$ cat src/tbd_defs.vh
`ifndef TBD_DEFS_VH
`define TBD_DEFS_VH
`define TBD_AW 20
`define TBD_A_CMD 20'h0_0000
`define TBD_A_CAT 20'h0_0004
`define TBD_A_DIR 20'h0_0008
`define TBD_A_GRAN 20'h0_000c
`define TBD_A_PTR 20'h0_0010
`define TBD_A_OFFS 20'h0_0014
`define TBD_A_LEN 20'h0_0018
`define TBD_A_MODE 20'h0_001c
`define TBD_A_MSIZE 20'h0_0020
`define TBD_A_STAT 20'h0_0024
`define TBD_A_DONE 20'h0_0028
`define TBD_A_TADDR 20'h0_002c
`define TBD_A_TDATA 20'h0_0030
`define TBD_A_MTEST 20'h3_0ffc
`define TBD_CAT_DATA 16'h03e8
`define TBD_CAT_SLOW 16'h07d0
`define TBD_CAT_TSTAMP 16'h0bb8
`define TBD_IDX_DATA 2'h0
`define TBD_IDX_SLOW 2'h1
`define TBD_IDX_TSTAMP 2'h2
`define TBD_IDX_NONE 2'h3
`define TBD_DIR_H2B 2'h0
`define TBD_DIR_B2H 2'h1
`define TBD_DIR_B2G 2'h2
`define TBD_DIR_G2B 2'h3
`define TBD_KIND_ANALOG 2'h0
`define TBD_KIND_DIGITAL 2'h1
`define TBD_KIND_GEN 2'h2
`define TBD_CMD_DEFINE 0
`define TBD_CMD_START 1
`define TBD_CMD_INVAL 2
`define TBD_MODE_GEN 0
`define TBD_MODE_FIFO 1
`define TBD_ST_BUSY 0
`define TBD_ST_VALID_LSB 4
`define TBD_ST_BLOCK 8
`define TBD_ST_END 9
`define TBD_ST_ERR 11
`define TBD_GRAN_MIN 32'h0000_0010
`define TBD_GRAN_2K 32'h0000_0800
`define TBD_PAGE_MASK 32'h0000_0fff
`define TBD_WORD_BYTES 32'h0000_0004
`define TBD_ZERO 32'h0000_0000
`endif

$ cat src/tbd_gran_check.v
`timescale 1ns/10ps
`include "tbd_defs.vh"
module tbd_gran_check (
  input wire [1:0] cat_idx_i,
  input wire [31:0] gran_i,
  output reg ok_o
);
  reg zero;
  reg page;
  reg frac;
  always @* begin
    zero = (gran_i == `TBD_ZERO);
    page = ((gran_i & `TBD_PAGE_MASK) == `TBD_ZERO);
    frac = ((gran_i & (gran_i - `TBD_GRAN_MIN / `TBD_GRAN_MIN)) == `TBD_ZERO) &&
      (gran_i >= `TBD_GRAN_MIN) && (gran_i <= `TBD_GRAN_2K);
    if (cat_idx_i == `TBD_IDX_DATA) begin
      ok_o = zero || page || frac;
    end else begin
      // Only 2k and whole pages reach the 2k floor
      ok_o = zero || page || (gran_i == `TBD_GRAN_2K);
    end
  end
endmodule // tbd_gran_check

$ cat src/tbd_block_counter.v
`timescale 1ns/10ps
`include "tbd_defs.vh"
module tbd_block_counter (
  input wire clk_i,
  input wire rst_i,
  input wire clear_i,
  input wire step_i,
  input wire [31:0] gran_i,
  output wire block_o
);
  reg [31:0] cnt_reg;
  wire [31:0] cnt_inc;
  assign cnt_inc = cnt_reg + `TBD_WORD_BYTES;
  // One pulse per full notify block moved
  assign block_o = step_i && (gran_i != `TBD_ZERO) && (cnt_inc == gran_i);
  always @(posedge clk_i) begin
    if (rst_i || clear_i) begin
      cnt_reg <= `TBD_ZERO;
    end else if (step_i) begin
      if (block_o) begin
        cnt_reg <= `TBD_ZERO;
      end else begin
        cnt_reg <= cnt_inc;
      end
    end
  end
endmodule // tbd_block_counter

$ cat src/tbd_dma_setup.v
`timescale 1ns/10ps
`include "tbd_defs.vh"
// What this block does
// - Category codes 1000, 2000, 3000 select sample, slow channel, timestamp.
// - Direction 0 host-to-board, 1 board-to-host, 2/3 GPU needing option.
// - Direction must suit mode: acquisition refuses host-to-board, generation reverse.
// - Nonzero notify granularity raises an event per granularity bytes moved.
// - Zero granularity runs whole length, one event at completion.
// - Board-to-host overwrites host buffer with board memory contents.
// - Outside FIFO mode transfer starts at programmed board byte offset.
// - Length in bytes; standard mode length never exceeds memory size.
// - Memory test control 1 enters test mode, locking mode and memory size writes; 0 leaves.
// - Test mode gives random board memory access and lifts the mode restriction on direction; GPU directions still need the option.
// - Descriptor invalidated by the invalidate command on its category, by its start, or by transfer completion.
// - Slow channel only on analog acquisition; timestamp on acquisition boards.
// - Block-ready flag per notify block; end flag only for zero granularity.
// - Each defined buffer serves exactly one transfer and is invalidated when that transfer starts.
module tbd_dma_setup #(
  parameter [1:0] BOARD_KIND = `TBD_KIND_ANALOG,
  parameter GPU_OPTION = 1'b0
) (
  input wire CLOCK_I,
  input wire RST_I,
  input wire [19:0] ADDR_I,
  input wire [31:0] WDATA_I,
  input wire WR_I,
  input wire RD_I,
  output reg [31:0] RDATA_O,
  output reg [31:0] BMEM_ADDR_O,
  output reg BMEM_RE_O,
  output reg BMEM_WE_O,
  output reg [31:0] BMEM_WDATA_O,
  input wire [31:0] BMEM_RDATA_I,
  output reg [31:0] HOST_ADDR_O,
  output reg HOST_RE_O,
  output reg HOST_WE_O,
  output reg [31:0] HOST_WDATA_O,
  input wire [31:0] HOST_RDATA_I,
  output reg GPU_SEL_O,
  output reg BUSY_O,
  output reg BLOCK_O,
  output reg END_O
);
  localparam [1:0] S_IDLE = 2'h0;
  localparam [1:0] S_ISSUE = 2'h1;
  localparam [1:0] S_LATCH = 2'h2;
  localparam [1:0] S_WRITE = 2'h3;

  function [1:0] cat_idx;
    input [15:0] code;
    begin
      case (code)
        `TBD_CAT_DATA: cat_idx = `TBD_IDX_DATA;
        `TBD_CAT_SLOW: cat_idx = `TBD_IDX_SLOW;
        `TBD_CAT_TSTAMP: cat_idx = `TBD_IDX_TSTAMP;
        default: cat_idx = `TBD_IDX_NONE;
      endcase
    end
  endfunction

  function src_is_board;
    input [1:0] d;
    begin
      src_is_board = (d == `TBD_DIR_B2H) || (d == `TBD_DIR_B2G);
    end
  endfunction

  reg [15:0] cat_reg;
  reg [1:0] dir_reg;
  reg [31:0] gran_reg;
  reg [31:0] ptr_reg;
  reg [31:0] offs_reg;
  reg [31:0] len_reg;
  reg [1:0] mode_reg;
  reg [31:0] msize_reg;
  reg mtest_reg;
  reg [31:0] taddr_reg;
  reg [31:0] tdata_reg;
  reg tfetch_reg;
  reg tcatch_reg;
  reg [1:0] d_dir [0:2];
  reg [31:0] d_gran [0:2];
  reg [31:0] d_ptr [0:2];
  reg [31:0] d_offs [0:2];
  reg [31:0] d_len [0:2];
  reg [2:0] valid_reg;
  reg [1:0] state_reg;
  reg [1:0] act_reg;
  reg [1:0] adir_reg;
  reg [31:0] agran_reg;
  reg [31:0] alen_reg;
  reg [31:0] done_reg;
  reg [31:0] baddr_reg;
  reg [31:0] haddr_reg;
  reg blk_flag_reg;
  reg end_flag_reg;
  reg err_flag_reg;

  wire bus_wr_cmd;
  wire [1:0] widx;
  wire gran_ok;
  wire blk_hit;
  wire cat_ok;
  wire dir_ok;
  wire len_ok;
  wire def_ok;
  wire word_done;
  wire last_word;
  wire [31:0] done_inc;
  wire do_define;
  wire do_start;
  wire do_inval;
  wire stat_clr;
  wire start_go;
  reg [31:0] rd_next;

  assign bus_wr_cmd = WR_I && (ADDR_I == `TBD_A_CMD);
  assign widx = cat_idx(cat_reg);
  assign do_define = bus_wr_cmd && WDATA_I[`TBD_CMD_DEFINE];
  assign do_start = bus_wr_cmd && WDATA_I[`TBD_CMD_START];
  assign do_inval = bus_wr_cmd && WDATA_I[`TBD_CMD_INVAL];
  assign stat_clr = WR_I && (ADDR_I == `TBD_A_STAT);
  // Refused starts must leave a running transfer untouched
  assign start_go = do_start && (widx != `TBD_IDX_NONE) && valid_reg[widx] &&
    (state_reg == S_IDLE);

  // Board kind decides which extra categories exist
  assign cat_ok = (widx == `TBD_IDX_DATA) ||
    ((widx == `TBD_IDX_SLOW) && (BOARD_KIND == `TBD_KIND_ANALOG)) ||
    ((widx == `TBD_IDX_TSTAMP) && (BOARD_KIND != `TBD_KIND_GEN));

  // Test mode lifts the mode restriction on direction
  assign dir_ok = (dir_reg[1] ? GPU_OPTION : 1'b1) &&
    (mtest_reg ||
     (mode_reg[`TBD_MODE_GEN] != src_is_board(dir_reg)));

  // FIFO streaming has no fixed memory size bound
  assign len_ok = mode_reg[`TBD_MODE_FIFO] || (len_reg <= msize_reg);
  assign def_ok = cat_ok && dir_ok && gran_ok && len_ok;

  tbd_gran_check u_gran (
    .cat_idx_i(widx),
    .gran_i(gran_reg),
    .ok_o(gran_ok)
  );

  assign word_done = (state_reg == S_WRITE);
  assign done_inc = done_reg + `TBD_WORD_BYTES;
  assign last_word = word_done && (done_inc >= alen_reg);

  tbd_block_counter u_blk (
    .clk_i(CLOCK_I),
    .rst_i(RST_I),
    .clear_i(start_go),
    .step_i(word_done),
    .gran_i(agran_reg),
    .block_o(blk_hit)
  );

  always @(posedge CLOCK_I) begin
    if (RST_I) begin
      cat_reg <= 16'h0000;
      dir_reg <= 2'h0;
      gran_reg <= `TBD_ZERO;
      ptr_reg <= `TBD_ZERO;
      offs_reg <= `TBD_ZERO;
      len_reg <= `TBD_ZERO;
      mode_reg <= 2'h0;
      msize_reg <= `TBD_ZERO;
      mtest_reg <= 1'b0;
      taddr_reg <= `TBD_ZERO;
    end else if (WR_I) begin
      case (ADDR_I)
        `TBD_A_CAT: cat_reg <= WDATA_I[15:0];
        `TBD_A_DIR: dir_reg <= WDATA_I[1:0];
        `TBD_A_GRAN: gran_reg <= WDATA_I;
        `TBD_A_PTR: ptr_reg <= WDATA_I;
        `TBD_A_OFFS: offs_reg <= WDATA_I;
        `TBD_A_LEN: len_reg <= WDATA_I;
        `TBD_A_MODE: begin
          if (!mtest_reg) begin
            mode_reg <= WDATA_I[1:0];
          end
        end
        `TBD_A_MSIZE: begin
          if (!mtest_reg) begin
            msize_reg <= WDATA_I;
          end
        end
        `TBD_A_MTEST: mtest_reg <= WDATA_I[0];
        `TBD_A_TADDR: taddr_reg <= WDATA_I;
        default: begin
        end
      endcase
    end
  end

  // Descriptor store, one slot per category
  always @(posedge CLOCK_I) begin
    if (RST_I) begin
      valid_reg <= 3'h0;
    end else begin
      if (last_word) begin
        valid_reg[act_reg] <= 1'b0;
      end
      if (do_inval && (widx != `TBD_IDX_NONE)) begin
        valid_reg[widx] <= 1'b0;
      end
      if (do_define && def_ok) begin
        // New slot contents replace whatever was defined before
        valid_reg[widx] <= 1'b1;
        d_dir[widx] <= dir_reg;
        d_gran[widx] <= gran_reg;
        d_ptr[widx] <= ptr_reg;
        d_offs[widx] <= offs_reg;
        d_len[widx] <= len_reg;
      end
      if (start_go) begin
        valid_reg[widx] <= 1'b0;
      end
    end
  end

  // Transfer engine, three cycles per word
  always @(posedge CLOCK_I) begin
    if (RST_I) begin
      state_reg <= S_IDLE;
      act_reg <= `TBD_IDX_NONE;
      adir_reg <= 2'h0;
      agran_reg <= `TBD_ZERO;
      alen_reg <= `TBD_ZERO;
      done_reg <= `TBD_ZERO;
      baddr_reg <= `TBD_ZERO;
      haddr_reg <= `TBD_ZERO;
      BMEM_RE_O <= 1'b0;
      BMEM_WE_O <= 1'b0;
      BMEM_WDATA_O <= `TBD_ZERO;
      HOST_RE_O <= 1'b0;
      HOST_WE_O <= 1'b0;
      HOST_WDATA_O <= `TBD_ZERO;
      tfetch_reg <= 1'b0;
      tcatch_reg <= 1'b0;
      tdata_reg <= `TBD_ZERO;
    end else begin
      BMEM_RE_O <= 1'b0;
      BMEM_WE_O <= 1'b0;
      HOST_RE_O <= 1'b0;
      HOST_WE_O <= 1'b0;
      tcatch_reg <= tfetch_reg;
      tfetch_reg <= 1'b0;
      case (state_reg)
        S_IDLE: begin
          if (start_go) begin
            act_reg <= widx;
            adir_reg <= d_dir[widx];
            agran_reg <= d_gran[widx];
            alen_reg <= d_len[widx];
            done_reg <= `TBD_ZERO;
            // Streaming ignores the offset and starts at zero
            baddr_reg <= mode_reg[`TBD_MODE_FIFO] ? `TBD_ZERO : d_offs[widx];
            haddr_reg <= d_ptr[widx];
            if (d_len[widx] == `TBD_ZERO) begin
              state_reg <= S_IDLE;
            end else begin
              state_reg <= S_ISSUE;
              BMEM_RE_O <= src_is_board(d_dir[widx]);
              HOST_RE_O <= !src_is_board(d_dir[widx]);
            end
          end else if (mtest_reg && WR_I && (ADDR_I == `TBD_A_TDATA)) begin
            BMEM_WE_O <= 1'b1;
            BMEM_WDATA_O <= WDATA_I;
          end else if (mtest_reg && WR_I && (ADDR_I == `TBD_A_TADDR)) begin
            BMEM_RE_O <= 1'b1;
            tfetch_reg <= 1'b1;
          end
        end
        S_ISSUE: begin
          state_reg <= S_LATCH;
        end
        S_LATCH: begin
          state_reg <= S_WRITE;
          if (src_is_board(adir_reg)) begin
            HOST_WE_O <= 1'b1;
            HOST_WDATA_O <= BMEM_RDATA_I;
          end else begin
            BMEM_WE_O <= 1'b1;
            BMEM_WDATA_O <= HOST_RDATA_I;
          end
        end
        S_WRITE: begin
          done_reg <= done_inc;
          baddr_reg <= baddr_reg + `TBD_WORD_BYTES;
          haddr_reg <= haddr_reg + `TBD_WORD_BYTES;
          if (last_word) begin
            state_reg <= S_IDLE;
          end else begin
            state_reg <= S_ISSUE;
            BMEM_RE_O <= src_is_board(adir_reg);
            HOST_RE_O <= !src_is_board(adir_reg);
          end
        end
        default: begin
          state_reg <= S_IDLE;
        end
      endcase
      // Redefinition or invalidation of the running slot aborts it
      if ((state_reg != S_IDLE) && (widx == act_reg) &&
          ((do_define && def_ok) || do_inval)) begin
        state_reg <= S_IDLE;
        BMEM_RE_O <= 1'b0;
        BMEM_WE_O <= 1'b0;
        HOST_RE_O <= 1'b0;
        HOST_WE_O <= 1'b0;
      end
      if (tcatch_reg) begin
        tdata_reg <= BMEM_RDATA_I;
      end
    end
  end

  always @(posedge CLOCK_I) begin
    if (RST_I) begin
      BMEM_ADDR_O <= `TBD_ZERO;
      HOST_ADDR_O <= `TBD_ZERO;
      GPU_SEL_O <= 1'b0;
      BUSY_O <= 1'b0;
    end else begin
      // Addresses update no later than the strobes so each access sees its own word
      if (start_go) begin
        BMEM_ADDR_O <= mode_reg[`TBD_MODE_FIFO] ? `TBD_ZERO : d_offs[widx];
        HOST_ADDR_O <= d_ptr[widx];
      end else if (state_reg == S_WRITE) begin
        BMEM_ADDR_O <= baddr_reg + `TBD_WORD_BYTES;
        HOST_ADDR_O <= haddr_reg + `TBD_WORD_BYTES;
      end else if (state_reg != S_IDLE) begin
        BMEM_ADDR_O <= baddr_reg;
        HOST_ADDR_O <= haddr_reg;
      end else if (WR_I && (ADDR_I == `TBD_A_TADDR)) begin
        BMEM_ADDR_O <= WDATA_I;
      end else begin
        BMEM_ADDR_O <= taddr_reg;
      end
      GPU_SEL_O <= adir_reg[1];
      BUSY_O <= (state_reg != S_IDLE);
    end
  end

  // Sticky flags; a new event beats a clear in the same cycle
  always @(posedge CLOCK_I) begin
    if (RST_I) begin
      blk_flag_reg <= 1'b0;
      end_flag_reg <= 1'b0;
      err_flag_reg <= 1'b0;
      BLOCK_O <= 1'b0;
      END_O <= 1'b0;
    end else begin
      BLOCK_O <= blk_hit;
      END_O <= last_word && (agran_reg == `TBD_ZERO);
      if (blk_hit) begin
        blk_flag_reg <= 1'b1;
      end else if (stat_clr && WDATA_I[`TBD_ST_BLOCK]) begin
        blk_flag_reg <= 1'b0;
      end
      if (last_word && (agran_reg == `TBD_ZERO)) begin
        end_flag_reg <= 1'b1;
      end else if (stat_clr && WDATA_I[`TBD_ST_END]) begin
        end_flag_reg <= 1'b0;
      end
      if ((do_define && !def_ok) ||
          (do_start && ((widx == `TBD_IDX_NONE) || !valid_reg[widx] ||
                        (state_reg != S_IDLE)))) begin
        err_flag_reg <= 1'b1;
      end else if (stat_clr && WDATA_I[`TBD_ST_ERR]) begin
        err_flag_reg <= 1'b0;
      end
    end
  end

  always @* begin
    rd_next = `TBD_ZERO;
    case (ADDR_I)
      `TBD_A_CAT: rd_next[15:0] = cat_reg;
      `TBD_A_DIR: rd_next[1:0] = dir_reg;
      `TBD_A_GRAN: rd_next = gran_reg;
      `TBD_A_PTR: rd_next = ptr_reg;
      `TBD_A_OFFS: rd_next = offs_reg;
      `TBD_A_LEN: rd_next = len_reg;
      `TBD_A_MODE: rd_next[1:0] = mode_reg;
      `TBD_A_MSIZE: rd_next = msize_reg;
      `TBD_A_STAT: begin
        rd_next[`TBD_ST_BUSY] = (state_reg != S_IDLE);
        rd_next[`TBD_ST_VALID_LSB + 2:`TBD_ST_VALID_LSB] = valid_reg;
        rd_next[`TBD_ST_BLOCK] = blk_flag_reg;
        rd_next[`TBD_ST_END] = end_flag_reg;
        rd_next[`TBD_ST_ERR] = err_flag_reg;
      end
      `TBD_A_DONE: rd_next = done_reg;
      `TBD_A_TADDR: rd_next = taddr_reg;
      `TBD_A_TDATA: rd_next = tdata_reg;
      `TBD_A_MTEST: rd_next[0] = mtest_reg;
      default: rd_next = `TBD_ZERO;
    endcase
  end

  always @(posedge CLOCK_I) begin
    if (RST_I) begin
      RDATA_O <= `TBD_ZERO;
    end else if (RD_I) begin
      RDATA_O <= rd_next;
    end else begin
      // Read data stand only in the cycle after the strobe
      RDATA_O <= `TBD_ZERO;
    end
  end
endmodule // tbd_dma_setup

$ cat config.mk
export PLATFORM = sky130hd
export DESIGN_NAME = tbd_dma_setup
export DESIGN_NICKNAME = d
export VERILOG_FILES = /design/src/tbd_gran_check.v /design/src/tbd_block_counter.v /design/src/tbd_dma_setup.v
export VERILOG_INCLUDE_DIRS = /design/src
export SDC_FILE = /design/constraint.sdc
export NUM_CORES = 2
export LEC_CHECK = 0
export ABC_AREA = 1
export BUFFER_PORTS_ARGS = -buffer_cell sky130_fd_sc_hd__buf_2
export CAP_MARGIN = 25
export CORE_MARGIN = 2
export CORE_UTILIZATION = 25
export CTS_CLUSTER_DIAMETER = 30
export DETAILED_ROUTE_END_ITERATION = 10
export MAX_ROUTING_LAYER = met4
export SLEW_MARGIN = 40
export SYNTH_ARGS = -nofsm -noshare
export SYNTH_HDL_FRONTEND = slang
export SYNTH_SLANG_ARGS = --single-unit
$ cat constraint.sdc
create_clock -name CLOCK_I -period 24.8 [get_ports CLOCK_I]
set_clock_uncertainty 0.2 [all_clocks]
set_input_delay 4.96 -clock CLOCK_I [delete_from_list [all_inputs] [get_ports CLOCK_I]]
set_output_delay 4.96 -clock CLOCK_I [all_outputs]
set_load 0.03 [all_outputs]
Word-level counts from Yosys, hierarchy flattened
Memory sizes are Yosys's and may differ from the RTL's. A register that Yosys moved wholly into a read port is not among the register bits.
Cells that the tools add are included.
{"block": "word_totals", "ff_bits": 587, "mem_bits_rw": 390, "out_inout_bits": 168, "wordCells": 263, "memories": 5}
{"memory": "d_gran", "depth": 3, "word_bits": 32, "read_ports": 1, "rd_ports_with_merged_regs": 1, "wr": 1, "line": "tbd_dma_setup.v:82", "text": "reg [31:0] d_gran [0:2];"}
{"memory": "d_len", "depth": 3, "word_bits": 32, "read_ports": 1, "rd_ports_with_merged_regs": 0, "wr": 1, "line": "tbd_dma_setup.v:85", "text": "reg [31:0] d_len [0:2];"}
{"memory": "d_offs", "depth": 3, "word_bits": 32, "read_ports": 1, "rd_ports_with_merged_regs": 0, "wr": 1, "line": "tbd_dma_setup.v:84", "text": "reg [31:0] d_offs [0:2];"}
{"memory": "d_ptr", "depth": 3, "word_bits": 32, "read_ports": 1, "rd_ports_with_merged_regs": 0, "wr": 1, "line": "tbd_dma_setup.v:83", "text": "reg [31:0] d_ptr [0:2];"}
{"memory": "d_dir", "depth": 3, "word_bits": 2, "read_ports": 1, "rd_ports_with_merged_regs": 0, "wr": 1, "line": "tbd_dma_setup.v:81", "text": "reg [1:0] d_dir [0:2];"}
{"block": "op_classes", "addsub": 5, "n_lt_le_gt_ge": 8, "eq_ne": 37, "n_mux": 73, "bitwise_logic": 11, "reduce_logical": 86}
{"op": "32-bit two-way mux", "n": 15}
{"op": "32-bit one-hot mux with 2 select lines", "n": 4}
{"op": "32-bit logical NOT", "n": 5}
{"op": "32-bit by 3-bit adder with 32-bit output, second input constant", "n": 4}
{"op": "16-bit one-hot mux with 8 select lines", "n": 1}
{"op": "20-bit by 6-bit equality test with 1-bit output, second input constant", "n": 5}
{"op": "20-bit by 5-bit equality test with 1-bit output, second input constant", "n": 4}
{"op": "20-bit by 4-bit equality test with 1-bit output, second input constant", "n": 2}
{"op": "4-bit one-hot mux with 9 select lines", "n": 1}
{"op": "1-bit logical AND", "n": 33}
{"op": "32-bit AND", "n": 1}
{"op": "32-bit by 12-bit equality test with 1-bit output, second input constant", "n": 1}
{"op": "32-bit equality test", "n": 1}
{"op": "32-bit >= comparator", "n": 1}
{"op": "32-bit by 5-bit >= comparator with 1-bit output, second input constant", "n": 1}
{"op": "32-bit by 12-bit <= comparator with 1-bit output, second input constant", "n": 1}
{"op": "32-bit <= comparator", "n": 1}
{"op": "32-bit nonzero test", "n": 1}
{"op": "32-bit by 1-bit subtractor with 32-bit output, second input constant", "n": 1}
{"op": "3-bit one-hot mux with 10 select lines", "n": 1}
{"op": "1-bit two-way mux", "n": 28}
{"op": "2-bit AND reduction", "n": 11}
{"op": "3-bit two-way mux", "n": 7}
{"op": "20-bit by 18-bit equality test with 1-bit output, second input constant", "n": 1}
{"op": "other kinds (38)", "n": 89}

Depth between registers and ports, before layout
{"block": "depth", "ltp_word": 16, "ltp_mapped": 28, "mapped_depth_nobuf": 28}

By module
Synthesis repeated with hierarchy kept, for this count alone.
{"block": "unflattened", "cells_unflattened": 5465, "area_unflattened_um2": 45992.9}
{"mod": "tbd_dma_setup", "instances": 1, "cells_per_inst": 4714, "area_each_um2": 41896.4, "seq_area_each_um2": 23422.5}
{"mod": "tbd_block_counter", "instances": 1, "cells_per_inst": 564, "area_each_um2": 3220.6, "seq_area_each_um2": 600.6}
{"mod": "tbd_gran_check", "instances": 1, "cells_per_inst": 187, "area_each_um2": 875.8, "seq_area_each_um2": 0.0}

Worst setup path before layout
Ideal clock, no wire load.
{"block": "synth_path", "path_type": "in2reg", "startpoint": "input port ADDR_I[7]", "endpoint": "memory d_dir[0][0] (enable)", "setup_time_ps": 621, "arrival_time_ps": 11340, "t_required_ps": 23979, "setup_slack_ps": 12639, "path_stages": 6, "path_buffers": 0, "cell_sequence": "or2_4 > nor3_2 > nand4_1 > nor2_1 > nand4_1 > nor2_1"}
{"block": "synth_between", "elab_chain_len": 7}
{"element": "start, declared", "line": "tbd_dma_setup.v:24", "text": "input wire [19:0] ADDR_I,"}
{"element": "20-bit logical NOT (no source line)"}
{"element": "1-bit logical AND", "line": "tbd_dma_setup.v:117", "text": "assign bus_wr_cmd = WR_I && (ADDR_I == `TBD_A_CMD);"}
{"element": "1-bit logical AND", "line": "tbd_dma_setup.v:119", "text": "assign do_define = bus_wr_cmd && WDATA_I[`TBD_CMD_DEFINE];"}
{"element": "1-bit logical AND", "line": "tbd_dma_setup.v:209", "text": "if (do_define && def_ok) begin"}
{"element": "1-bit two-way mux", "line": "tbd_dma_setup.v:209"}
{"element": "1-bit two-way mux", "line": "tbd_dma_setup.v:200", "text": "if (RST_I) begin"}
{"element": "1-bit two-way mux (implied by the code)", "line": "tbd_dma_setup.v:212", "text": "d_dir[widx] <= dir_reg;"}
{"element": "end, declared", "line": "tbd_dma_setup.v:81"}
No other way between the ends.

Final worst setup path
{"block": "layout_path", "startpoint": "input port ADDR_I[15]", "endpoint": "register alen_reg[6] (read register of d_len)"}
{"block": "layout_between", "elab_chain_len": 7}
{"element": "20-bit logical NOT (no source line)"}
{"element": "1-bit logical AND", "line": "tbd_dma_setup.v:117"}
{"element": "1-bit logical AND", "line": "tbd_dma_setup.v:120", "text": "assign do_start = bus_wr_cmd && WDATA_I[`TBD_CMD_START];"}
{"element": "1-bit logical AND (3 in a row)", "line": "tbd_dma_setup.v:124", "text": "assign start_go = do_start && (widx != `TBD_IDX_NONE) && valid_reg[widx] &&"}
{"element": "2-bit AND reduction (no source line)"}
{"element": "end, declared", "line": "tbd_dma_setup.v:91", "text": "reg [31:0] alen_reg;"}
No other way between the ends.
A chain may end at the register's enable or synchronous reset.

==> impl_metrics.xml <==
<?xml version="1.0" encoding="UTF-8"?>
<metrics>
  <group name="synthesis">
    <metric name="post_synthesis_share_of_cell_area_spent_on_and_or_nand_and_nor_gates" unit="%">16.7</metric>
    <metric name="dominant_combinational_cell_family_by_area_after_synthesis" unit="">compound AO/OA/AOI/OAI gates</metric>
    <metric name="syn_area" unit="mm^2">0.0452</metric>
    <metric name="async_flop_share" unit="%">0</metric>
    <metric name="number_of_enable_type_register_cells_in_the_synthesized_netlist" unit="">390</metric>
    <metric name="yosys_most_used_dff" unit="">sky130_fd_sc_hd__dfxtp_1</metric>
    <metric name="avgSynthCellArea" unit="um^2">8.51</metric>
    <metric name="adder_cell_share_of_the_synthesized_area" unit="%">1.94</metric>
    <metric name="synth-warning-count" unit="">0</metric>
    <metric name="seq_area_frac_synth" unit="%">53.2</metric>
    <metric name="synth.ff_latch_count" unit="">1005</metric>
    <metric name="netlist-cell-type-count" unit="">64</metric>
    <metric name="postSynthCellCount" unit="">5308</metric>
    <metric name="synth_nets" unit="">5498</metric>
    <metric name="post_synthesis_mux_area_share" unit="%">0</metric>
    <metric name="area_fraction_in_compound_gates_after_synthesis" unit="%">20.1</metric>
    <metric name="synth_xor_xnor_area_share" unit="%">1.00</metric>
  </group>
  <group name="pwr">
    <metric name="totalPowerFinal" unit="uW">4650</metric>
    <metric name="proportion_of_total_power_due_to_net_switching" unit="%">22.2</metric>
    <metric name="pwr_density_cell" unit="mW/mm^2">82.5</metric>
    <metric name="pwr-share-clk" unit="%">61.9</metric>
    <metric name="intPower" unit="uW">3620</metric>
    <metric name="comb_power_share" unit="%">1.4</metric>
    <metric name="power.leakage" unit="uW">0.0213</metric>
    <metric name="vdd_drop_max" unit="V">0.0000675</metric>
    <metric name="power.switching" unit="uW">1030</metric>
    <metric name="share_seq_of_total_power" unit="%">36.7</metric>
  </group>
  <group name="sta">
    <metric name="period_minus_slack" unit="ns">8.05</metric>
    <metric name="rsz0062_at_grt" unit="">false</metric>
    <metric name="relSlewSlack" unit="%">36.2</metric>
    <metric name="period_share" unit="%">32.5</metric>
    <metric name="max_slew.worst_pin.slew" unit="ns">0.956</metric>
    <metric name="setup_viol" unit="">0</metric>
    <metric name="fin_tns_setup" unit="ns">0</metric>
    <metric name="slew_viol_final" unit="">0</metric>
    <metric name="final_worst_hold_slack" unit="ns">0.215</metric>
    <metric name="max_freq" unit="MHz">124</metric>
    <metric name="finalHoldViolCount" unit="">0</metric>
  </group>
  <group name="clocking">
    <metric name="total_number_of_clock_tree_sinks" unit="">1005</metric>
    <metric name="worst_path_clk_slew" unit="ns">0.06</metric>
    <metric name="cts_tree" unit="">yes</metric>
    <metric name="cts-buffers-inserted" unit="">209</metric>
    <metric name="ctsLongestPathBuffers" unit="">3</metric>
    <metric name="ctsHoldBuffers" unit="">0</metric>
    <metric name="post_cts.repair.setup_buffers" unit="">0</metric>
    <metric name="ctsRootBufferMaster" unit="">sky130_fd_sc_hd__clkbuf_16</metric>
    <metric name="cts.repair.resized" unit="">0</metric>
    <metric name="h-tree-depth" unit="">4</metric>
    <metric name="clkLatencyLatePin" unit="ns">0.85</metric>
  </group>
  <group name="status">
    <metric name="status" unit="">finished, final reports clean</metric>
  </group>
  <group name="floorplanning">
    <metric name="core" unit="mm^2">0.179</metric>
    <metric name="fp.dieW" unit="um">429</metric>
    <metric name="fp.dieArea" unit="mm^2">0.184</metric>
    <metric name="top_level_ports" unit="">288</metric>
    <metric name="num_rows" unit="">155</metric>
    <metric name="start_util" unit="%">25.2</metric>
    <metric name="die_y" unit="um">429</metric>
  </group>
  <group name="setup_path">
    <metric name="endpoint_kind" unit="">flop</metric>
    <metric name="crit_required" unit="ns">25.35</metric>
    <metric name="worst_setup_path_start_kind" unit="">input pin</metric>
    <metric name="regToRegSetupSlack" unit="ns">19.85</metric>
    <metric name="critPathMaxFanout" unit="">77</metric>
    <metric name="timing.critical_path.arrival" unit="ns">8.61</metric>
    <metric name="r2r_start" unit="">cat_reg[13]</metric>
    <metric name="timing.critical_path.from" unit="">ADDR_I[15]</metric>
    <metric name="critPathKind" unit="">in2reg</metric>
  </group>
  <group name="run">
    <metric name="drv.max_cap_violation_count" unit="">0</metric>
  </group>
  <group name="grt">
    <metric name="via_count_of_the_first_global_routing_pass" unit="">38700</metric>
    <metric name="gr-usage-all-layers" unit="%">19.5</metric>
    <metric name="initial_antenna_violation_count" unit="">15</metric>
    <metric name="grt_pass1_wl" unit="mm">260</metric>
    <metric name="pin_count_of_the_biggest_net_entering_global_routing" unit="">211</metric>
    <metric name="globalRouteOverflowTotal" unit="">0</metric>
  </group>
  <group name="drt">
    <metric name="wirelength" unit="mm">181</metric>
    <metric name="post-route-drc-count" unit="">0</metric>
    <metric name="wire_per_inst" unit="um">22.3</metric>
    <metric name="drt_first_iter_violations" unit="">4856</metric>
    <metric name="detail_route.vias_per_cell" unit="">5.10</metric>
    <metric name="drt_pre_antenna_iters" unit="">5</metric>
    <metric name="postRouteAntennaNets" unit="">0</metric>
    <metric name="route.vias.total" unit="">41400</metric>
  </group>
  <group name="layout">
    <metric name="drive_above_1_share" unit="%">14.9</metric>
    <metric name="seq_area" unit="mm^2">0.0240</metric>
    <metric name="multi_input_area" unit="mm^2">0.0180</metric>
    <metric name="final_net_count" unit="">5763</metric>
    <metric name="fillCellCount" unit="">18500</metric>
    <metric name="areaGrowthSynthToFinish" unit="%">24.9</metric>
    <metric name="non_filler_cells_in_the_finished_layout" unit="">8118</metric>
    <metric name="final_core_utilization" unit="%">31.5</metric>
  </group>
  <group name="min_path">
    <metric name="worst_hold_class" unit="">reg2reg</metric>
    <metric name="min-delay-start" unit="">tfetch_reg</metric>
  </group>
  <group name="placement">
    <metric name="globalplace.congestion" unit="">0.999</metric>
    <metric name="port_buffers" unit="">287</metric>
    <metric name="hpwlAfterDp" unit="mm">125</metric>
    <metric name="placedCellCount" unit="">7716</metric>
  </group>
</metrics>
final timing paths:
check,to,depth (start not counted)
max,alen_reg[6],12
min,tcatch_reg,2
max reg2reg,d_ptr[2][14],13
min reg2reg,tcatch_reg,2
cell families after synthesis:
family / count (synthesis)
flip-flops: 1005
adder cells (fa/ha/maj): 70
buffers and inverters: 807
AND/OR/NAND/NOR: 1774
AO/OA/AOI/OAI: 1602
XOR/XNOR: 50
power groups by stage:
| stage | registers [uW] | clock network, uW | logic [uW] |
|---|---|---|---|
| 6_report | 1710 | 2880 | 64.6 |
| 3_5_place_dp | 1740 | 0 | 62.4 |
| 4_1_cts | 1710 | 2900 | 62.5 |
| 5_1_grt | 1700 | 2990 | 65.9 |
| 3_3_place_gp | 1740 | 0 | 62.1 |
| 2_1_floorplan | 1740 | 0 | 22.2 |
per-layer routing:
layer,track usage (%),share of wire (%),up-vias,wire length (um)
li1,-,-,19000,-
met1,24.0,40,19900,72700
met2,29.9,45,2086,81600
met3,3.81,8.6,468,15600
met4,10.8,6.1,0,11000
met5,-,0,-,0
critical path, stage by stage:
cell                      delay (ns)
sky130_fd_sc_hd__buf_2          0.09
sky130_fd_sc_hd__nor2_1         0.11
sky130_fd_sc_hd__nand2_1        0.14
sky130_fd_sc_hd__nor2_2         0.40
sky130_fd_sc_hd__nand4_1        0.45
sky130_fd_sc_hd__nor2_1         0.29
sky130_fd_sc_hd__nand3_2        0.09
sky130_fd_sc_hd__buf_4          0.34
sky130_fd_sc_hd__inv_6          0.59
sky130_fd_sc_hd__buf_4          0.64
sky130_fd_sc_hd__o21ai_0        0.18
sky130_fd_sc_hd__a21oi_1        0.15
cell usage in the layout, fill, tap and decap left out, types with 33 or more instances in the layout:
master	n
sky130_fd_sc_hd__o2111ai_1	38
sky130_fd_sc_hd__nand2_1	786
sky130_fd_sc_hd__dfxtp_1	615
sky130_fd_sc_hd__nand4_1	46
sky130_fd_sc_hd__inv_1	468
sky130_fd_sc_hd__clkinv_2	33
sky130_fd_sc_hd__nor2_1	584
sky130_fd_sc_hd__nand3_1	169
sky130_fd_sc_hd__buf_2	286
sky130_fd_sc_hd__nand3b_1	40
sky130_fd_sc_hd__a31oi_1	62
sky130_fd_sc_hd__edfxtp_1	390
sky130_fd_sc_hd__buf_4	57
sky130_fd_sc_hd__o21ai_1	57
sky130_fd_sc_hd__o22ai_1	51
sky130_fd_sc_hd__a21oi_1	592
sky130_fd_sc_hd__ha_1	69
sky130_fd_sc_hd__clkbuf_16	218
sky130_fd_sc_hd__or2_2	42
sky130_fd_sc_hd__o211ai_1	68
sky130_fd_sc_hd__o21ai_0	581
sky130_fd_sc_hd__xor2_1	39
cell type report:
| type | instances | share of cell area [%] |
|---|---|---|
| clock inverter | 127 | 2.77 |
| antenna | 4 | 0.0178 |
| inverter | 506 | 3.41 |
| tap | 2355 | 5.23 |
| timing repair buffer | 355 | 3.61 |
| clock buffer | 270 | 10.4 |
| sequential | 1005 | 42.6 |
| multi-input combinational | 3496 | 32.0 |
cells in the mapped netlist, types with 46 or more instances:
master | number | share of area, %
sky130_fd_sc_hd__ha_1 | 70 | 1.9
sky130_fd_sc_hd__o22ai_1 | 51 | 0.71
sky130_fd_sc_hd__buf_2 | 57 | 0.63
sky130_fd_sc_hd__nor2_1 | 593 | 4.9
sky130_fd_sc_hd__edfxtp_1 | 390 | 26
sky130_fd_sc_hd__a31oi_1 | 62 | 0.86
sky130_fd_sc_hd__clkbuf_1 | 204 | 1.7
sky130_fd_sc_hd__nand4_1 | 46 | 0.64
sky130_fd_sc_hd__dfxtp_1 | 615 | 27
sky130_fd_sc_hd__o211ai_1 | 68 | 1.1
sky130_fd_sc_hd__a21oi_1 | 592 | 6.6
sky130_fd_sc_hd__inv_1 | 477 | 4.0
sky130_fd_sc_hd__o21ai_0 | 581 | 6.4
sky130_fd_sc_hd__nand3_1 | 169 | 1.9
sky130_fd_sc_hd__o21ai_1 | 57 | 0.63
sky130_fd_sc_hd__nand2_1 | 786 | 6.5
per-stage QoR:
step | instance area (um^2) | setup slack [ns]
after global routing | 56400 | 16.48
after floorplan | 45200 | 12.64
after CTS | 56300 | 16.67
after detailed placement | 48900 | 15.82
final | 56400 | 16.75
after global placement | 48800 | 15.90
Note: power is estimated with default switching activity, not from simulation.
